## config.mk

```make
export PLATFORM = sky130hd
export DESIGN_NAME = port2_phy_soft_strap_defaults
export DESIGN_NICKNAME = d
export VERILOG_FILES = /design/src/rtl/strap_pkg.sv /design/src/rtl/strap_sync.sv /design/src/rtl/port2_phy_soft_strap_defaults.sv
export SDC_FILE = /design/constraint.sdc
export NUM_CORES = 1
export LEC_CHECK = 0
export BUFFER_PORTS_ARGS = -buffer_cell sky130_fd_sc_hd__buf_2
export CORE_ASPECT_RATIO = 1.75
export CORE_MARGIN = 2
export CORE_UTILIZATION = 30
export CTS_BUF_LIST = sky130_fd_sc_hd__clkbuf_4
export DETAILED_ROUTE_END_ITERATION = 16
export PLACE_DENSITY_LB_ADDON = 0.08
export SLEW_MARGIN = 20
export SYNTH_ARGS = -nofsm -noshare
export SYNTH_HDL_FRONTEND = slang
export SYNTH_SLANG_ARGS = --single-unit
```

## constraint.sdc

```tcl
create_clock -name CLK_IN -period 2.97 [get_ports CLK_IN]
set_input_delay 0.1485 -clock CLK_IN [delete_from_list [all_inputs] [get_ports CLK_IN]]
set_output_delay 0.1485 -clock CLK_IN [all_outputs]
set_load 0.02 [all_outputs]
```

## src/rtl/strap_pkg.sv

```systemverilog
// constants and types for the port 2 / PHY B soft-strap default loader
// assumes a 32-bit classic Wishbone register bus and 16-bit PHY registers
package strap_pkg;

	// register byte offsets
	localparam logic [7:0] OFS_BASIC = 8'h00;
	localparam logic [7:0] OFS_ADVERT = 8'h04;
	localparam logic [7:0] OFS_MODES = 8'h08;
	localparam logic [7:0] OFS_FLOWCTL = 8'h0C;
	localparam logic [7:0] OFS_STATUS = 8'h10;

	// phy_basic_control_reg fields
	localparam int BASIC_SPEED_LOW_BIT = 13;
	localparam int BASIC_AUTONEG_BIT = 12;
	localparam int BASIC_DUPLEX_BIT = 8;
	localparam logic [15:0] BASIC_BASE = 16'h0000;

	// phy_autoneg_advert_reg fields
	localparam int ADV_ASYM_PAUSE_BIT = 11;
	localparam int ADV_SYM_PAUSE_BIT = 10;
	localparam int ADV_10FD_BIT = 6;
	localparam int ADV_10HD_BIT = 5;
	// selector field and 100 Mb/s abilities always advertised
	localparam logic [15:0] ADV_BASE = 16'h0181;

	// phy_special_modes_reg operating mode field
	localparam int MODES_MODE_LSB = 5;
	localparam logic [15:0] MODES_BASE = 16'h0000;
	localparam logic [2:0] MODE_10HD = 3'h0;
	localparam logic [2:0] MODE_10FD = 3'h1;
	localparam logic [2:0] MODE_100HD = 3'h2;
	localparam logic [2:0] MODE_100FD = 3'h3;
	localparam logic [2:0] MODE_AUTONEG = 3'h7;

	// port 2 manual flow control register fields
	localparam int FC_BACKPRESSURE_BIT = 0;
	localparam int FC_TX_FLOWCTL_BIT = 1;
	localparam int FC_RX_FLOWCTL_BIT = 2;
	localparam int FC_MANUAL_BIT = 3;

	// status register fields
	localparam int STAT_READY_BIT = 8;
	localparam int STAT_FIBER_BIT = 7;
	localparam int STAT_EEPROM_BIT = 6;

	// cycles from reset release until pins are sampled (synchroniser depth + 1)
	localparam logic [1:0] SETTLE_CYCLES = 2'h3;

	typedef struct packed {
		logic autoneg;
		logic speed;
		logic duplex;
		logic backpressure;
		logic fdx_flowctl;
		logic manual_flowctl;
	} strap_t;

	localparam strap_t STRAP_RESET = '{autoneg: 1'b1, speed: 1'b1, duplex: 1'b1,
		backpressure: 1'b1, fdx_flowctl: 1'b1, manual_flowctl: 1'b0};

	typedef struct packed {
		logic [15:0] basic;
		logic [15:0] advert;
		logic [15:0] modes;
		logic [7:0] flowctl;
	} defaults_t;

endpackage : strap_pkg

```

## src/rtl/strap_sync.sv

```systemverilog
// two-flop synchroniser bank for asynchronous strap pins
// assumes the pins are quasi-static; bits are not coherent with each other
`timescale 1ns/1ps
module strap_sync #(
	parameter int WIDTH = 7
) (
	input wire logic clk_in,
	input wire logic nrst_in,
	input wire logic [WIDTH-1:0] async_in,
	output logic [WIDTH-1:0] sync_out
);

	logic [WIDTH-1:0] meta_q;

	always_ff @(posedge clk_in or negedge nrst_in) begin
		if (!nrst_in) begin
			meta_q <= '0;
			sync_out <= '0;
		end else begin
			meta_q <= async_in;
			sync_out <= meta_q;
		end
	end

endmodule : strap_sync

```

## src/rtl/port2_phy_soft_strap_defaults.sv

```systemverilog
// port 2 switch port and PHY B register defaults driven by soft straps
// assumes strap pins are asynchronous, loader inputs on CLK_IN, classic Wishbone slave
//
// Our own choices: the placing of the registers and the Wishbone slave port.
`timescale 1ns/1ps

// How it works
// autoneg strap sets autoneg enable default
// autoneg strap shapes speed, duplex, 10M, mode
// speed strap shapes speed, 10M adverts, mode
// duplex strap shapes duplex, 10FD, mode
// fiber mode ignores autoneg, speed straps, clears 10M and pause adverts
// backpressure strap sets port backpressure default
// fdx flowctl strap sets tx/rx enables
// fdx flowctl strap sets asymmetric pause advert
// manual strap sets manual flowctl select
// manual strap sets both pause adverts
// loader replaces soft straps, never fiber strap
// defaults load at reset, writes override after
module port2_phy_soft_strap_defaults (
	input wire logic CLK_IN,
	input wire logic NRST_IN,
	input wire logic AUTONEG_STRAP_IN,
	input wire logic SPEED_STRAP_IN,
	input wire logic DUPLEX_STRAP_IN,
	input wire logic PORT2_BACKPRESSURE_DEFAULT_IN,
	input wire logic PORT2_FDX_FLOWCTL_DEFAULT_IN,
	input wire logic PORT2_MANUAL_FLOWCTL_DEFAULT_IN,
	input wire logic FIBER_MODE_STRAP_IN,
	input wire logic EE_LOAD_IN,
	input wire strap_pkg::strap_t EE_STRAPS_IN,
	input wire logic WB_CYC_IN,
	input wire logic WB_STB_IN,
	input wire logic WB_WE_IN,
	input wire logic [7:0] WB_ADR_IN,
	input wire logic [3:0] WB_SEL_IN,
	input wire logic [31:0] WB_DAT_IN,
	output logic [31:0] WB_DAT_OUT,
	output logic WB_ACK_OUT,
	output logic AUTONEG_ENABLE_OUT,
	output logic SPEED_SELECT_LOW_OUT,
	output logic DUPLEX_OUT,
	output logic [15:0] ADVERT_OUT,
	output logic [2:0] PHY_MODE_OUT,
	output logic PORT2_BACKPRESSURE_ENABLE_OUT,
	output logic PORT2_TX_FLOWCTL_ENABLE_OUT,
	output logic PORT2_RX_FLOWCTL_ENABLE_OUT,
	output logic PORT2_MANUAL_FLOWCTL_OUT,
	output logic FIBER_MODE_OUT,
	output logic DEFAULTS_READY_OUT
);

	// defaults of every affected bit, for one strap set and fiber flag
	function automatic strap_pkg::defaults_t derive(input strap_pkg::strap_t s,
		input logic fiber);
		strap_pkg::defaults_t d;
		logic an;
		logic spd;
		logic ten;
		d.basic = strap_pkg::BASIC_BASE;
		d.advert = strap_pkg::ADV_BASE;
		d.modes = strap_pkg::MODES_BASE;
		d.flowctl = 8'h00;
		// fiber forces fixed 100 Mb/s, no negotiation
		an = fiber ? 1'b0 : s.autoneg;
		spd = fiber ? 1'b1 : s.speed;
		ten = an | ~spd;
		d.basic[strap_pkg::BASIC_AUTONEG_BIT] = an;
		d.basic[strap_pkg::BASIC_SPEED_LOW_BIT] = an | spd;
		d.basic[strap_pkg::BASIC_DUPLEX_BIT] = an | s.duplex;
		if (!fiber) begin
			d.advert[strap_pkg::ADV_10HD_BIT] = ten;
			d.advert[strap_pkg::ADV_10FD_BIT] = ten & s.duplex;
			d.advert[strap_pkg::ADV_SYM_PAUSE_BIT] = ~s.manual_flowctl;
			// manual select withdraws both pause abilities
			d.advert[strap_pkg::ADV_ASYM_PAUSE_BIT] =
				s.fdx_flowctl & ~s.manual_flowctl;
		end
		if (fiber) begin
			d.modes[strap_pkg::MODES_MODE_LSB +: 3] =
				s.duplex ? strap_pkg::MODE_100FD : strap_pkg::MODE_100HD;
		end else if (an) begin
			d.modes[strap_pkg::MODES_MODE_LSB +: 3] = strap_pkg::MODE_AUTONEG;
		end else begin
			case ({spd, s.duplex})
				2'b00: d.modes[strap_pkg::MODES_MODE_LSB +: 3] = strap_pkg::MODE_10HD;
				2'b01: d.modes[strap_pkg::MODES_MODE_LSB +: 3] = strap_pkg::MODE_10FD;
				2'b10: d.modes[strap_pkg::MODES_MODE_LSB +: 3] = strap_pkg::MODE_100HD;
				default: d.modes[strap_pkg::MODES_MODE_LSB +: 3] = strap_pkg::MODE_100FD;
			endcase
		end
		// port flow control is a switch setting, fiber does not touch it
		d.flowctl[strap_pkg::FC_BACKPRESSURE_BIT] = s.backpressure;
		d.flowctl[strap_pkg::FC_TX_FLOWCTL_BIT] = s.fdx_flowctl;
		d.flowctl[strap_pkg::FC_RX_FLOWCTL_BIT] = s.fdx_flowctl;
		d.flowctl[strap_pkg::FC_MANUAL_BIT] = s.manual_flowctl;
		return d;
	endfunction : derive

	// byte-lane merge for a 16-bit register in the low half-word
	function automatic logic [15:0] merge16(input logic [15:0] old, input logic [15:0] wdat,
		input logic [1:0] sel);
		logic [15:0] r;
		// unused byte lanes keep their old value
		r = old;
		if (sel[0]) begin
			r[7:0] = wdat[7:0];
		end
		if (sel[1]) begin
			r[15:8] = wdat[15:8];
		end
		return r;
	endfunction : merge16

	// async reset values: default strap levels, copper mode
	localparam strap_pkg::defaults_t RESET_DEFAULTS = derive(strap_pkg::STRAP_RESET, 1'b0);

	logic [6:0] pins_sync;
	strap_pkg::strap_t pin_straps;
	logic fiber_pin;

	// one bank for all seven pins, fiber rides in bit 0
	strap_sync #(
		.WIDTH(7)
	) u_strap_sync (
		.clk_in(CLK_IN),
		.nrst_in(NRST_IN),
		.async_in({AUTONEG_STRAP_IN, SPEED_STRAP_IN, DUPLEX_STRAP_IN,
			PORT2_BACKPRESSURE_DEFAULT_IN, PORT2_FDX_FLOWCTL_DEFAULT_IN,
			PORT2_MANUAL_FLOWCTL_DEFAULT_IN, FIBER_MODE_STRAP_IN}),
		.sync_out(pins_sync)
	);

	assign pin_straps = strap_pkg::strap_t'(pins_sync[6:1]);
	assign fiber_pin = pins_sync[0];

	// strap capture after reset release
	// pins are sampled once per reset; later pin changes are ignored
	// until the next reset, so slow straps must settle before capture
	logic [1:0] settle_q;
	logic ready_q;
	logic capture;
	logic ee_apply;
	logic apply;
	strap_pkg::strap_t straps_q;
	strap_pkg::strap_t apply_straps;
	logic fiber_q;
	logic fiber_next;
	logic eeprom_loaded_q;
	strap_pkg::defaults_t new_defaults;

	assign capture = !ready_q && (settle_q == strap_pkg::SETTLE_CYCLES);
	// loader values only after pins are in, so it always has the last word
	assign ee_apply = ready_q && EE_LOAD_IN;
	assign apply = capture | ee_apply;
	assign apply_straps = ee_apply ? EE_STRAPS_IN : pin_straps;
	// fiber is a hard strap: pins only, loader cannot change it
	assign fiber_next = capture ? fiber_pin : fiber_q;
	assign new_defaults = derive(apply_straps, fiber_next);

	// settle counter stops at its end value, ready_q then freezes it
	always_ff @(posedge CLK_IN or negedge NRST_IN) begin
		if (!NRST_IN) begin
			settle_q <= 2'h0;
		end else if (!ready_q && settle_q != strap_pkg::SETTLE_CYCLES) begin
			settle_q <= settle_q + 2'h1;
		end
	end

	// ready is sticky until reset; loader pulses before it are dropped
	always_ff @(posedge CLK_IN or negedge NRST_IN) begin
		if (!NRST_IN) begin
			ready_q <= 1'b0;
		end else if (capture) begin
			ready_q <= 1'b1;
		end
	end

	// effective straps kept for the status word; fiber_q also drives FIBER_MODE_OUT
	always_ff @(posedge CLK_IN or negedge NRST_IN) begin
		if (!NRST_IN) begin
			straps_q <= strap_pkg::STRAP_RESET;
			fiber_q <= 1'b0;
		end else if (apply) begin
			straps_q <= apply_straps;
			fiber_q <= fiber_next;
		end
	end

	// sticky, so software can tell loader values from pin values
	always_ff @(posedge CLK_IN or negedge NRST_IN) begin
		if (!NRST_IN) begin
			eeprom_loaded_q <= 1'b0;
		end else if (ee_apply) begin
			eeprom_loaded_q <= 1'b1;
		end
	end

	// wishbone slave, one wait state, ack for one cycle
	logic ack_q;
	logic [31:0] rdata_q;
	logic access;
	logic wr;
	logic [31:0] rdata_d;

	assign access = WB_CYC_IN && WB_STB_IN && !ack_q;
	assign wr = access && WB_WE_IN;

	logic [15:0] basic_q;
	logic [15:0] advert_q;
	logic [15:0] modes_q;
	logic [7:0] flowctl_q;

	// strap load wins over a write landing in the same cycle
	always_ff @(posedge CLK_IN or negedge NRST_IN) begin
		if (!NRST_IN) begin
			basic_q <= RESET_DEFAULTS.basic;
		end else if (apply) begin
			basic_q <= new_defaults.basic;
		end else if (wr && WB_ADR_IN == strap_pkg::OFS_BASIC) begin
			basic_q <= merge16(basic_q, WB_DAT_IN[15:0], WB_SEL_IN[1:0]);
		end
	end

	always_ff @(posedge CLK_IN or negedge NRST_IN) begin
		if (!NRST_IN) begin
			advert_q <= RESET_DEFAULTS.advert;
		end else if (apply) begin
			advert_q <= new_defaults.advert;
		end else if (wr && WB_ADR_IN == strap_pkg::OFS_ADVERT) begin
			advert_q <= merge16(advert_q, WB_DAT_IN[15:0], WB_SEL_IN[1:0]);
		end
	end

	always_ff @(posedge CLK_IN or negedge NRST_IN) begin
		if (!NRST_IN) begin
			modes_q <= RESET_DEFAULTS.modes;
		end else if (apply) begin
			modes_q <= new_defaults.modes;
		end else if (wr && WB_ADR_IN == strap_pkg::OFS_MODES) begin
			modes_q <= merge16(modes_q, WB_DAT_IN[15:0], WB_SEL_IN[1:0]);
		end
	end

	// only the four defined bits are writable, the rest read 0
	always_ff @(posedge CLK_IN or negedge NRST_IN) begin
		if (!NRST_IN) begin
			flowctl_q <= RESET_DEFAULTS.flowctl;
		end else if (apply) begin
			flowctl_q <= new_defaults.flowctl;
		end else if (wr && WB_ADR_IN == strap_pkg::OFS_FLOWCTL && WB_SEL_IN[0]) begin
			flowctl_q <= {4'h0, WB_DAT_IN[3:0]};
		end
	end

	// status is read-only: writes to it are acked and dropped
	always_comb begin
		rdata_d = 32'h0000_0000;
		case (WB_ADR_IN)
			strap_pkg::OFS_BASIC: rdata_d = {16'h0000, basic_q};
			strap_pkg::OFS_ADVERT: rdata_d = {16'h0000, advert_q};
			strap_pkg::OFS_MODES: rdata_d = {16'h0000, modes_q};
			strap_pkg::OFS_FLOWCTL: rdata_d = {24'h00_0000, flowctl_q};
			strap_pkg::OFS_STATUS: begin
				rdata_d[5:0] = straps_q;
				rdata_d[strap_pkg::STAT_EEPROM_BIT] = eeprom_loaded_q;
				rdata_d[strap_pkg::STAT_FIBER_BIT] = fiber_q;
				rdata_d[strap_pkg::STAT_READY_BIT] = ready_q;
			end
			default: rdata_d = 32'h0000_0000;
		endcase
	end

	// ack_q masks access, so a held strobe is not taken twice
	always_ff @(posedge CLK_IN or negedge NRST_IN) begin
		if (!NRST_IN) begin
			ack_q <= 1'b0;
		end else begin
			ack_q <= access;
		end
	end

	// read data sampled with the request, zero for writes and idle cycles
	always_ff @(posedge CLK_IN or negedge NRST_IN) begin
		if (!NRST_IN) begin
			rdata_q <= 32'h0000_0000;
		end else if (access && !WB_WE_IN) begin
			rdata_q <= rdata_d;
		end else begin
			rdata_q <= 32'h0000_0000;
		end
	end

	assign WB_ACK_OUT = ack_q;
	assign WB_DAT_OUT = rdata_q;

	// outputs are plain register bits, no extra latency to the phy
	assign AUTONEG_ENABLE_OUT = basic_q[strap_pkg::BASIC_AUTONEG_BIT];
	assign SPEED_SELECT_LOW_OUT = basic_q[strap_pkg::BASIC_SPEED_LOW_BIT];
	assign DUPLEX_OUT = basic_q[strap_pkg::BASIC_DUPLEX_BIT];
	assign ADVERT_OUT = advert_q;
	assign PHY_MODE_OUT = modes_q[strap_pkg::MODES_MODE_LSB +: 3];
	assign PORT2_BACKPRESSURE_ENABLE_OUT = flowctl_q[strap_pkg::FC_BACKPRESSURE_BIT];
	assign PORT2_TX_FLOWCTL_ENABLE_OUT = flowctl_q[strap_pkg::FC_TX_FLOWCTL_BIT];
	assign PORT2_RX_FLOWCTL_ENABLE_OUT = flowctl_q[strap_pkg::FC_RX_FLOWCTL_BIT];
	assign PORT2_MANUAL_FLOWCTL_OUT = flowctl_q[strap_pkg::FC_MANUAL_BIT];
	assign FIBER_MODE_OUT = fiber_q;
	assign DEFAULTS_READY_OUT = ready_q;

endmodule : port2_phy_soft_strap_defaults

```

==> metrics.yaml <==
routing:
  num_vias: 3414
  detail_route.first_pass.iterations: 4
  wl_um: 12900
  detail_route.wl_per_cell_um: 18.4
  remaining_drcs: 0
  detail_route.iter0.violations: 145
  avgViaCountPerCell: 4.88
  drt.antenna.violating_nets: 0
power:
  total_power_mw: 2.66
  power.ir.vdd_worst_v: 0.000194
  power.static_leakage_nw: 2.54
  power.density_cell_area_nw_per_um2: 481
setup_path:
  arrival_ns: 2.56
  worst_setup_sp_type: "register"
  timing.setup.critical_path_class: "reg -> reg"
  timing.critical_path.required_ns: 3.31
  worst-path-max-fanout: 10
  worst_setup_path_end_kind: "register"
cells_and_area:
  area_delta_synth_final_pct: 23.0
  final_layout_size_suffix_gt1_share_pct: 36.6
  final_area_um2: 5520
  design.final.nets: 575
place:
  finalWeightedCongestion: 0.746
  dpl.hpwl_um: 9450
  post_dp_cell_area_um2: 5120
  detailedPlace.worstSlack_ns: 0.747
  buffer_ports.inserted: 89
cts:
  cts_root_buffer: "clkbuf_4"
  cts_num_sinks: 94
  clock_tree.htree_level_count: 3
  post_cts.repair.setup_buffers: 0
  tritoncts: "done"
  post_cts_repair_resize_count: 0
  path_clk_slew_ns: 0.15
  clock_buffer_count_from_cts: 9
  clk_latency_ns: 0.45
  cts_buffer_depth: 2
global_routing:
  track_usage_pct: 17.0
  grt_max_degree: 51
  first_global_vias: 3611
  grt_first_pass_wirelength_um: 20400
  antenna_found_initial: 1
  grt-ovfl-total: 0
sta:
  fin_hold_ws_ns: 0.0835
  final-hold-violation-count: 0
  post-route-min-period_ns: 2.22
  timing_max_transition_violations_final: 0
  timing.final.setup_violations: 0
  timing.clock.skew_ns: 0.0105
  clock.fmax_mhz: 451
  tns_ns: 0
  post-route-worst-setup-slack_ns: 0.753
  final_min_period_over_clock_period_pct: 74.6
  slew_at_the_pin_closest_to_its_max_slew_limit_ns: 0.844
  worst_slew_margin_rel_pct: 43.1
  grt_setup_unrepaired: "no"
logic_synthesis:
  synth.yosys.warnings: 0
  syn_area_um2: 4490
  asyncSetResetFlopFracSynth_pct: 100
  synthDominantAreaCellType: "dfrtp_1"
  avgSynthCellArea_um2: 11.3
  synth_common_cells: "dfrtp_1 (73), a21oi_1 (32), mux2_2 (30), nor2_1 (29), o21ai_0 (23)"
  synth_enable_flop_cells: 0
  yosysMostFrequentCell: "dfrtp_1"
  yosys_most_used_dff: "dfrtp_1"
  synth_cell_type_count: 46
  ys_seq_area_share_pct: 53.0
  ys_top_cells_by_area: "dfrtp_1 (41%), dfstp_2 (12%), mux2_2 (7.5%), mux2i_1 (4.2%), a21oi_1 (3.6%)"
  synth.top_cell.area_share_pct: 40.7
  syn-instance-count: 398
  ys_seq_elements: 94
run:
  max_cap_violations: 0
die:
  core_area_um2: 14800
  std_cell_rows: 59
  die-area_um2: 16000
  die_height_um: 166
  die_width_um: 96.5
  design.portCount: 124
  start_util_pct: 30.4
min_path:
  worst_hold_path_type: "in -> reg"
status:
  status: "finished clean"
## path summary, 6_finish.rpt
kind | depth (start not counted) | endpoint | slack, ns | from
hold / removal | 4 | straps_q[2] | 0.08 | EE_STRAPS_IN[2]
min in group asynchronous | 2 | WB_DAT_OUT[3] | 0.27 | NRST_IN
max in group asynchronous | 3 | modes_q[5] | 1.95 | NRST_IN
setup reg to reg | 5 | modes_q[4] | 0.75 | settle_q[0]
setup / recovery | 5 | modes_q[4] | 0.75 | settle_q[0]
hold reg to reg | 0 | u_strap_sync.sync_out[4] | 0.37 | u_strap_sync.meta_q[4]
## logic make-up after synthesis
kind of cell | count (synthesis) | share of synthesized area, %
simple gates | 101 | 12.7
flops | 94 | 53.0
compound gates | 89 | 12.6
mux | 55 | 14.4
xor+xnor | 1 | 0.195
fa+ha+maj | 1 | 0.279
buf+inv | 56 | 6.72
other cells | 1 | 0.0835
## power by group
part | switching (mW) | total [mW] | internal, mW | leakage [nW]
combinational | 0.258 | 0.443 | 0.185 | 1.30
clock | 0.446 | 0.796 | 0.350 | 0.0844
sequential | 0.0465 | 1.42 | 1.37 | 1.16
total | 0.751 | 2.66 | 1.91 | 2.54
## placed cells by master (no fill, tap or decap), types with 4 or more instances in the layout
cell type / instances
nand3b_1: 4
a22oi_1: 5
nor2_1: 29
a21oi_1: 32
mux4_2: 4
nor2b_1: 4
conb_1: 16
clkbuf_4: 10
nand3_1: 7
buf_2: 88
a31oi_1: 5
and2_1: 14
nand4_1: 16
buf_4: 19
dlygate4sd3_1: 24
inv_1: 11
dfrtp_1: 73
mux2_2: 30
nand2_1: 7
a22o_1: 7
nand2b_1: 9
mux2i_1: 18
o21ai_0: 23
dfstp_2: 21
## layout make-up
class / instances / area, µm²
antenna: 1 / 2.50
clock buffer: 10 / 75.1
clock inverter: 6 / 85.1
fill: 1521 / 9240
inverter: 11 / 41.3
multi-input combinational: 263 / 1870
sequential: 94 / 2380
tap: 183 / 229
timing repair buffer: 132 / 843
## worst max-delay path, cell delays in order (launching register included)
cell	delay, ns
dfrtp_1	0.42
ha_1	0.33
mux2_2	0.42
a31oi_2	0.39
buf_4	0.23
mux2_2	0.33
## registers in the layout (all words and copies together) (netlist names)
name and count:
ADVERT_OUT 16, DEFAULTS_READY_OUT 1, FIBER_MODE_OUT 1, WB_ACK_OUT 1, WB_DAT_OUT 16, basic_q 16
eeprom_loaded_q 1, flowctl_q 4, modes_q 16, settle_q 2, straps_q 6, u_strap_sync.meta_q 7
u_strap_sync.sync_out 7
## through the flow
stage,std cells,util [%]
2_1_floorplan,413,-
3_3_place_gp,659,34.7
3_5_place_dp,659,34.7
4_1_cts,699,37.4
5_1_grt,700,37.4
6_report,700,37.4
## repair_timing
action                                  4_1_cts  5_1_grt
hold buffers                                 24        0
endpoints found under the setup margin        0        0
hold endpoints to repair                     68        0
## routing by layer
| layer | part of all wire (%) | global-route usage [%] | vias to the layer above |
|---|---|---|---|
| met4 | 2.0 | 6.18 | 0 |
| met1 | 40 | 20.9 | 1686 |
| met2 | 53 | 29.6 | 94 |
| met5 | 0 | 0 | - |
| met3 | 4.3 | 2.54 | 17 |
| li1 | - | - | 1617 |
No activity file was read; power rests on OpenSTA's default activity.
